`config.mk`:
```
export PLATFORM = sky130hd
export DESIGN_NAME = acr_config
export DESIGN_NICKNAME = d
export VERILOG_FILES = /design/src/core/acr_pkg.sv /design/src/core/acr_config.sv
export SDC_FILE = /design/constraint.sdc
export NUM_CORES = 1
export LEC_CHECK = 0
export ABC_AREA = 1
export ABC_CLOCK_PERIOD_IN_PS = 1900
export BUFFER_PORTS_ARGS = -buffer_cell sky130_fd_sc_hd__buf_4
export CELL_PAD_IN_SITES_DETAIL_PLACEMENT = 2
export CELL_PAD_IN_SITES_GLOBAL_PLACEMENT = 2
export CORE_MARGIN = 3
export CORE_UTILIZATION = 32
export CTS_CLUSTER_SIZE = 12
export DETAILED_ROUTE_END_ITERATION = 10
export GPL_TIMING_DRIVEN = 0
export PLACE_DENSITY = 0.79
export SLEW_MARGIN = 20
export SYNTH_ARGS = -nofsm -noshare
export SYNTH_HDL_FRONTEND = slang
export SYNTH_SLANG_ARGS = --single-unit
```
`constraint.sdc`:
```
create_clock -name CLK_I -period 1.9 [get_ports CLK_I]
set_input_delay 0.19 -clock CLK_I [delete_from_list [all_inputs] [get_ports CLK_I]]
set_output_delay 0.19 -clock CLK_I [all_outputs]
set_load 0.005 [all_outputs]
```
`src/core/acr_pkg.sv`:
```
package acr_pkg;
    // configuration word width and its reset value
    localparam int unsigned CFG_W = 12;
    localparam logic [11:0] CFG_RESET = 12'h000;
    // frame geometry in serial bits
    localparam int unsigned FRAME_BITS = 16;
    localparam int unsigned CMD_BITS = 4;
    localparam int unsigned PAUSE_BIT = 8;
    // sampling length in serial clock edges
    localparam int unsigned SAMPLE_SHORT = 12;
    localparam int unsigned SAMPLE_LONG = 24;
    // field positions inside the configuration word
    localparam int unsigned POS_REF = 11;
    localparam int unsigned POS_FMT = 10;
    localparam int unsigned POS_SLEN = 9;
    localparam int unsigned POS_CDIV = 8;
    localparam int unsigned POS_DIFF = 7;
    localparam int unsigned POS_MODE = 5;
    localparam int unsigned POS_SWEEP = 3;
    localparam int unsigned POS_PINF = 2;
    localparam int unsigned POS_TRIG = 0;
    // command nibble codes
    localparam logic [3:0] CMD_CH_LAST = 4'h7;
    localparam logic [3:0] CMD_READ_CFG = 4'h9;
    localparam logic [3:0] CMD_WRITE_CFG = 4'hA;
    localparam logic [3:0] CMD_TEST_FIRST = 4'hB;
    localparam logic [3:0] CMD_TEST_LAST = 4'hD;
    // fifo trigger level in words for each code
    localparam logic [3:0] TRIG_FULL = 4'h8;
    localparam logic [3:0] TRIG_3Q = 4'h6;
    localparam logic [3:0] TRIG_HALF = 4'h4;
    localparam logic [3:0] TRIG_1Q = 4'h2;

    // conversion modes
    typedef enum logic [1:0] {
        MODE_ONE_SHOT = 2'b00,
        MODE_REPEAT = 2'b01,
        MODE_SWEEP = 2'b10,
        MODE_REPEAT_SWEEP = 2'b11
    } acr_mode_t;

    // decoded configuration carried to the converter
    typedef struct packed {
        logic ref_internal;
        logic twos_complement;
        logic long_sample;
        logic clk_div2;
        logic pseudo_diff;
        acr_mode_t mode;
        logic sweep_active;
        logic [1:0] sweep_order;
        logic pin_is_busy_flag;
        logic [3:0] trigger_level;
    } acr_cfg_t;

    // serial link pins seen by the device
    typedef struct packed {
        logic cs_n;
        logic frame_sync_in;
        logic sclk;
        logic sdi;
    } acr_link_t;
endpackage : acr_pkg

```
`src/core/acr_config.sv`:
```
`timescale 1ns/1ps
// How it works
// - one twelve-bit configuration word, serially written
// - word kept through all power-down states
// - clock may pause after eight bits
// - readback only in one-shot mode
// - bit 11 picks internal reference
// - bit 10 picks two's complement
// - bit 9 picks 12 or 24 sample clocks
// - bit 8 halves the conversion clock
// - bit 7 picks pseudo-differential inputs
// - bits 6:5 pick conversion mode
// - bits 4:3 pick sweep order
// - sweep order ignored outside sweep modes
// - bit 2 picks status pin function
// - bits 1:0 set fifo trigger level
// - sampling starts after select command nibble
// - write command is 1010 plus data
// - read gives four blanks then word
// - frame sync high selects rising capture
module acr_config (
    input wire logic CLK_I,
    input wire logic SYS_RST_I,
    input wire acr_pkg::acr_link_t LINK_I,
    input wire logic PWR_DOWN_I,
    output logic SDO_O,
    output logic SDO_OE_O,
    output acr_pkg::acr_cfg_t CFG_O,
    output logic [11:0] CFG_WORD_O,
    output logic SAMPLE_START_O,
    output logic SAMPLING_O,
    output logic CONV_TICK_O
);
    import acr_pkg::*;

    // decode of nibbles that start a sampling period
    function automatic logic is_select(input logic [3:0] cmd);
        is_select = (cmd <= CMD_CH_LAST) ||
                    (cmd >= CMD_TEST_FIRST && cmd <= CMD_TEST_LAST);
    endfunction : is_select

    logic [11:0] cfg_reg; // stored configuration word
    logic sclk_reg; // previous serial clock level
    logic cs_n_reg; // previous chip select level
    logic fs_reg; // previous frame sync level
    logic rise_mode_reg; // capture on rising edge when set
    logic active_reg; // frame in progress
    logic [4:0] bit_cnt_reg; // bits captured this frame
    logic [15:0] shift_reg; // incoming bits
    logic read_ok_reg; // this frame reads the word back
    logic [11:0] out_reg; // outgoing word bits
    logic sdo_reg; // serial output flip-flop
    logic sampling_reg; // sampling window open
    logic [4:0] samp_cnt_reg; // edges left in sampling window
    logic start_reg; // one-cycle sampling start
    logic div_reg; // conversion clock divider phase
    logic tick_reg; // conversion clock tick

    logic sclk_rise; // serial clock rising this cycle
    logic sclk_fall; // serial clock falling this cycle
    logic cap_edge; // edge that captures input
    logic launch_edge; // edge that changes output
    logic cs_fall; // chip select going active
    logic fs_fall; // frame sync falling
    logic [15:0] shift_next; // shift register with new bit
    logic [4:0] bit_cnt_next; // count after this capture
    logic take_bit; // capture happening this cycle

    // edge detection on the serial pins
    assign sclk_rise = LINK_I.sclk & ~sclk_reg;
    assign sclk_fall = ~LINK_I.sclk & sclk_reg;
    assign cs_fall = ~LINK_I.cs_n & cs_n_reg;
    assign fs_fall = ~LINK_I.frame_sync_in & fs_reg;
    assign cap_edge = rise_mode_reg ? sclk_rise : sclk_fall;
    assign launch_edge = rise_mode_reg ? sclk_fall : sclk_rise;
    // a deselected chip ignores an edge that lands on the same cycle
    assign take_bit = active_reg && !LINK_I.cs_n && cap_edge &&
                      bit_cnt_reg < 5'(FRAME_BITS);
    assign shift_next = {shift_reg[14:0], LINK_I.sdi};
    assign bit_cnt_next = bit_cnt_reg + 5'd1;

    // pin history
    always_ff @(posedge CLK_I) begin
        if (SYS_RST_I) begin
            sclk_reg <= 1'b0;
            cs_n_reg <= 1'b1;
            fs_reg <= 1'b0;
        end else begin
            sclk_reg <= LINK_I.sclk;
            cs_n_reg <= LINK_I.cs_n;
            fs_reg <= LINK_I.frame_sync_in;
        end
    end

    // frame start, edge polarity and bit counting
    always_ff @(posedge CLK_I) begin
        if (SYS_RST_I) begin
            rise_mode_reg <= 1'b1;
            active_reg <= 1'b0;
            bit_cnt_reg <= 5'd0;
            shift_reg <= 16'h0000;
        end else if (LINK_I.cs_n) begin
            // chip select idle ends any frame
            active_reg <= 1'b0;
            bit_cnt_reg <= 5'd0;
        end else if (cs_fall && LINK_I.frame_sync_in) begin
            // frame sync high at select: spi style, rising capture
            rise_mode_reg <= 1'b1;
            active_reg <= 1'b1;
            bit_cnt_reg <= 5'd0;
        end else if (fs_fall) begin
            // frame sync falling starts a dsp style frame
            rise_mode_reg <= 1'b0;
            active_reg <= 1'b1;
            bit_cnt_reg <= 5'd0;
        end else if (take_bit) begin
            // a stopped clock simply waits here, so a pause is harmless
            shift_reg <= shift_next;
            bit_cnt_reg <= bit_cnt_next;
        end
    end

    // configuration word update
    always_ff @(posedge CLK_I) begin
        if (SYS_RST_I) begin
            cfg_reg <= CFG_RESET;
        end else if (take_bit && bit_cnt_next == 5'(FRAME_BITS) &&
                     shift_reg[14:11] == CMD_WRITE_CFG) begin
            // commit only on the last bit of a write cycle
            cfg_reg <= shift_next[11:0];
        end
        // power-down has no path into this register
    end

    // readback: blank nibble then the word, msb first
    always_ff @(posedge CLK_I) begin
        if (SYS_RST_I) begin
            read_ok_reg <= 1'b0;
            out_reg <= 12'h000;
            sdo_reg <= 1'b0;
        end else if (!active_reg || fs_fall) begin
            // a new dsp frame under a held select must not inherit the last read
            read_ok_reg <= 1'b0;
            sdo_reg <= 1'b0;
        end else begin
            if (take_bit && bit_cnt_next == 5'(CMD_BITS)) begin
                // read allowed only in one-shot mode
                read_ok_reg <= shift_next[3:0] == CMD_READ_CFG &&
                               cfg_reg[POS_MODE+:2] == MODE_ONE_SHOT;
                out_reg <= cfg_reg;
            end
            if (launch_edge && read_ok_reg && bit_cnt_reg >= 5'(CMD_BITS)) begin
                sdo_reg <= out_reg[11];
                out_reg <= {out_reg[10:0], 1'b0};
            end
        end
    end

    // sampling window after a select command
    always_ff @(posedge CLK_I) begin
        if (SYS_RST_I) begin
            sampling_reg <= 1'b0;
            samp_cnt_reg <= 5'd0;
            start_reg <= 1'b0;
        end else begin
            start_reg <= 1'b0;
            // a new select restarts the window and wins over the countdown
            if (take_bit && bit_cnt_next == 5'(CMD_BITS) && is_select(shift_next[3:0])) begin
                start_reg <= 1'b1;
                sampling_reg <= 1'b1;
                samp_cnt_reg <= cfg_reg[POS_SLEN] ? 5'(SAMPLE_LONG) :
                                5'(SAMPLE_SHORT);
            end else if (sampling_reg && cap_edge) begin
                samp_cnt_reg <= samp_cnt_reg - 5'd1;
                if (samp_cnt_reg == 5'd1) begin
                    sampling_reg <= 1'b0;
                end
            end
        end
    end

    // conversion clock ticks from the serial clock
    always_ff @(posedge CLK_I) begin
        if (SYS_RST_I) begin
            div_reg <= 1'b0;
            tick_reg <= 1'b0;
        end else begin
            tick_reg <= 1'b0;
            if (sclk_rise && !PWR_DOWN_I) begin
                div_reg <= ~div_reg;
                tick_reg <= ~cfg_reg[POS_CDIV] | div_reg;
            end
        end
    end

    // field decode
    always_comb begin
        CFG_O.ref_internal = cfg_reg[POS_REF];
        CFG_O.twos_complement = cfg_reg[POS_FMT];
        CFG_O.long_sample = cfg_reg[POS_SLEN];
        CFG_O.clk_div2 = cfg_reg[POS_CDIV];
        CFG_O.pseudo_diff = cfg_reg[POS_DIFF];
        CFG_O.mode = acr_mode_t'(cfg_reg[POS_MODE+:2]);
        CFG_O.sweep_active = cfg_reg[POS_MODE+1];
        // order forced to zero outside the sweep modes
        CFG_O.sweep_order = cfg_reg[POS_MODE+1] ? cfg_reg[POS_SWEEP+:2] :
                            2'b00;
        CFG_O.pin_is_busy_flag = cfg_reg[POS_PINF];
        unique case (cfg_reg[POS_TRIG+:2])
            2'b00: CFG_O.trigger_level = TRIG_FULL;
            2'b01: CFG_O.trigger_level = TRIG_3Q;
            2'b10: CFG_O.trigger_level = TRIG_HALF;
            2'b11: CFG_O.trigger_level = TRIG_1Q;
        endcase
    end

    // outputs
    assign CFG_WORD_O = cfg_reg;
    assign SDO_O = sdo_reg;
    assign SDO_OE_O = active_reg && read_ok_reg;
    assign SAMPLE_START_O = start_reg;
    assign SAMPLING_O = sampling_reg;
    assign CONV_TICK_O = tick_reg;
endmodule : acr_config

```
==> results.txt <==
Status: finished clean
Cells after Synth: 404
Most frequent cells in the layout: 58 x dfxtp_1, 56 x nand2_1, 52 x nor2_1
Total chip power: 0.00254 W
CTS tree: yes
Max reg flops: 15
Initial Util: 33.1%
Antenna cells: 0
1st-iter DRT viols: 55
Worst min-delay path category: in2reg
Sequential share of the synthesized area: 41.2%
Leakage: 1.45 nW
Critical path peak fanout: 10
Cell variety after synth: 31
Synthesis-stage register bit count: 60
Overall routing resource usage: 18.8%
Post-synthesis cell area: 0.00292 sq mm
Critical path buffers and inverters: 1
Power Density: 719 mW/mm^2
Die height: 101 microns
Clk root buf: clkbuf_8
Share of layout cells above drive strength 1: 20.8%
Row cnt: 34
Setup CP Type: reg2reg
Critical path's largest stage delay: 0.38 ns
Hold Fails Final Rpt: 0
CTS H-tree depth: 3
Post-Route WL: 8.94 mm
Pre-antenna DRT Iters: 4
Crit. End Element: flop
Total CTS buffers: 9
Residual DRC: 0
Post-DRT Antenna Nets: 0
RSZ-0062 raised after global routing: no
Via/cell ratio: 4.92
Setup bufs post-CTS: 0
Avg WL per Cell: 15.9 microns
DR vias: 2773
Cell family with most CP delay: simple AND/OR/NAND/NOR gates
Initial antenna violation count: 0
Setup TNS: 0 ns
Max-cap viol count: 0
Core area: 0.00881 sq mm
Max-slew violation count: 0
Reg2reg start: bit_cnt_reg[0]
CP cell instances: ha_2 > nand3_1 > nand2_1 > nand2_1 > nor2_4 > nand2_4 > nand2_4 > buf_6 > nand3_1 > nand2_1 > nor2_1
Syn-to-layout area delta: 21.1%
Worst path slowest cell: dfxtp_2
# clock sinks: 60
Final #Nets: 466
IO Count: 39
Synth warn: 0
Overflow after GRT: 0
Hold Path Origin: SYS_RST_I
Minimum clock period: 1.73 ns
Setup Skew: 0.0101 ns
Mapped Nets: 418
Final setup viols: 0
Max_slew headroom: 61.4%
Gp weighted congestion: 0.743
Max Clk Rate: 0.580 GHz
CTS max path bufs: 2
Crit-path most repeated cell: nand2_1
Yosys top cell area share: 41.2%
Clock Latency Late Sink: 0.34 ns
Worst Setup Start Kind: flop
CP required: 2.14 ns
Synth area leaders: dfxtp_1 41%, a21oi_1 8.1%, nand2_1 7.2%
Worst path arrival time: 1.96 ns
Worst Setup SP: bit_cnt_reg[0]
Worst Max-Slew Pin Slew: 0.580 ns
Leading cell type in the layout, fill and taps excluded: dfxtp_1
Final period utilization: 90.8%
Peak supply drop: 0.320 mV
Synth area leader: dfxtp_1
Reg clk slew, reported paths: 0.07 ns
Chip width: 101 microns
Average size of a mapped cell: 7.22 sq um
IO Port Bufs: 37
Vias in the first global route: 3063
First-pass GRT wire length: 15.1 mm
Die ar.: 0.0103 sq mm
Hpwl dp: 6.84 mm
Largest net degree at the start of global routing: 11
## power breakdown
group	switching, W	internal (W)
Clock	0.000521	0.000632
Sequential	0.00000507	0.00127
Combinational	0.0000831	0.0000340
## timing repair
item	4_1_cts	5_1_grt
endpoints found under the hold margin	0	0
resized for setup	0	7
hold buffers	0	0
endpoints found under the setup margin	0	19
## worst register-to-register path, stage by stage (launching register included)
cell and delay (ns):
dfxtp_2 0.38, ha_2 0.22, nand3_1 0.10, nand2_1 0.08, nand2_1 0.10, nor2_4 0.19
nand2_4 0.09, nand2_4 0.10, buf_6 0.16, nand3_1 0.09, nand2_1 0.09, nor2_1 0.04
## metrics by stage
| stage | cells | hold WS [ns] | area, sq um | setup WS, ns | utilization, % |
|---|---|---|---|---|---|
| floorplan | 404 | 0.297 | 2920 | 0.372 | - |
| global placement | 549 | 0.429 | 3330 | 0.150 | 37.8 |
| detailed placement | 549 | 0.441 | 3330 | 0.0731 | 37.8 |
| CTS | 564 | 0.0847 | 3520 | 0.0496 | 40.0 |
| global route | 564 | 0.104 | 3530 | 0.00174 | 40.1 |
| finish | 564 | 0.0909 | 3530 | 0.175 | 40.1 |
## synthesized netlist by cell type (all sizes together)
master  count
or2         1
xnor2       2
clkbuf      4
nand3      35
nor3       14
nand2      63
a21oi      48
o211ai      1
a211oi      3
buf        23
nand3b      3
inv        53
a31oi       1
nand4       5
ha          7
dfxtp      60
o21ai      25
nor2       55
conb        1
## cells by family (layout without fill, tap and decap cells)
| group | after synthesis | count (layout) | synth area share (%) |
|---|---|---|---|
| compound gates | 78 | 78 | 13.9 |
| simple gates | 176 | 176 | 28.5 |
| fa+ha+maj | 7 | 7 | 3.00 |
| other cells | 1 | 1 | 0.129 |
| buf+inv | 80 | 132 | 12.7 |
| flops | 60 | 60 | 41.2 |
| xor+xnor | 2 | 2 | 0.600 |
## cell type report
type,count,area (sq um)
Sequential cell,60,1200
Timing Repair Buffer,37,278
Tap cell,108,135
Inverter,53,199
Buffer,27,171
Fill cell,1093,5270
Clock inverter,4,50.0
Clock buffer,11,141
Multi-Input combinational cell,264,1360
## final timing paths
kind | endpoint | slack [ns] | cells after the start
setup / recovery | out_reg[4] | 0.17 | 11
hold / removal | cs_n_reg | 0.09 | 3
setup reg to reg | out_reg[4] | 0.17 | 11
hold reg to reg | shift_reg[14] | 0.47 | 2
## layer usage
layer  GRT usage, %  share of wire (%)  vias to the layer above
met5              0                  0                        -
met4           7.16                1.5                        0
met2           34.1                 52                       30
met1           22.6                 44                     1351
li1               -                  -                     1381
met3           2.34                2.0                       11
No activity file was read; power rests on OpenSTA's default activity.
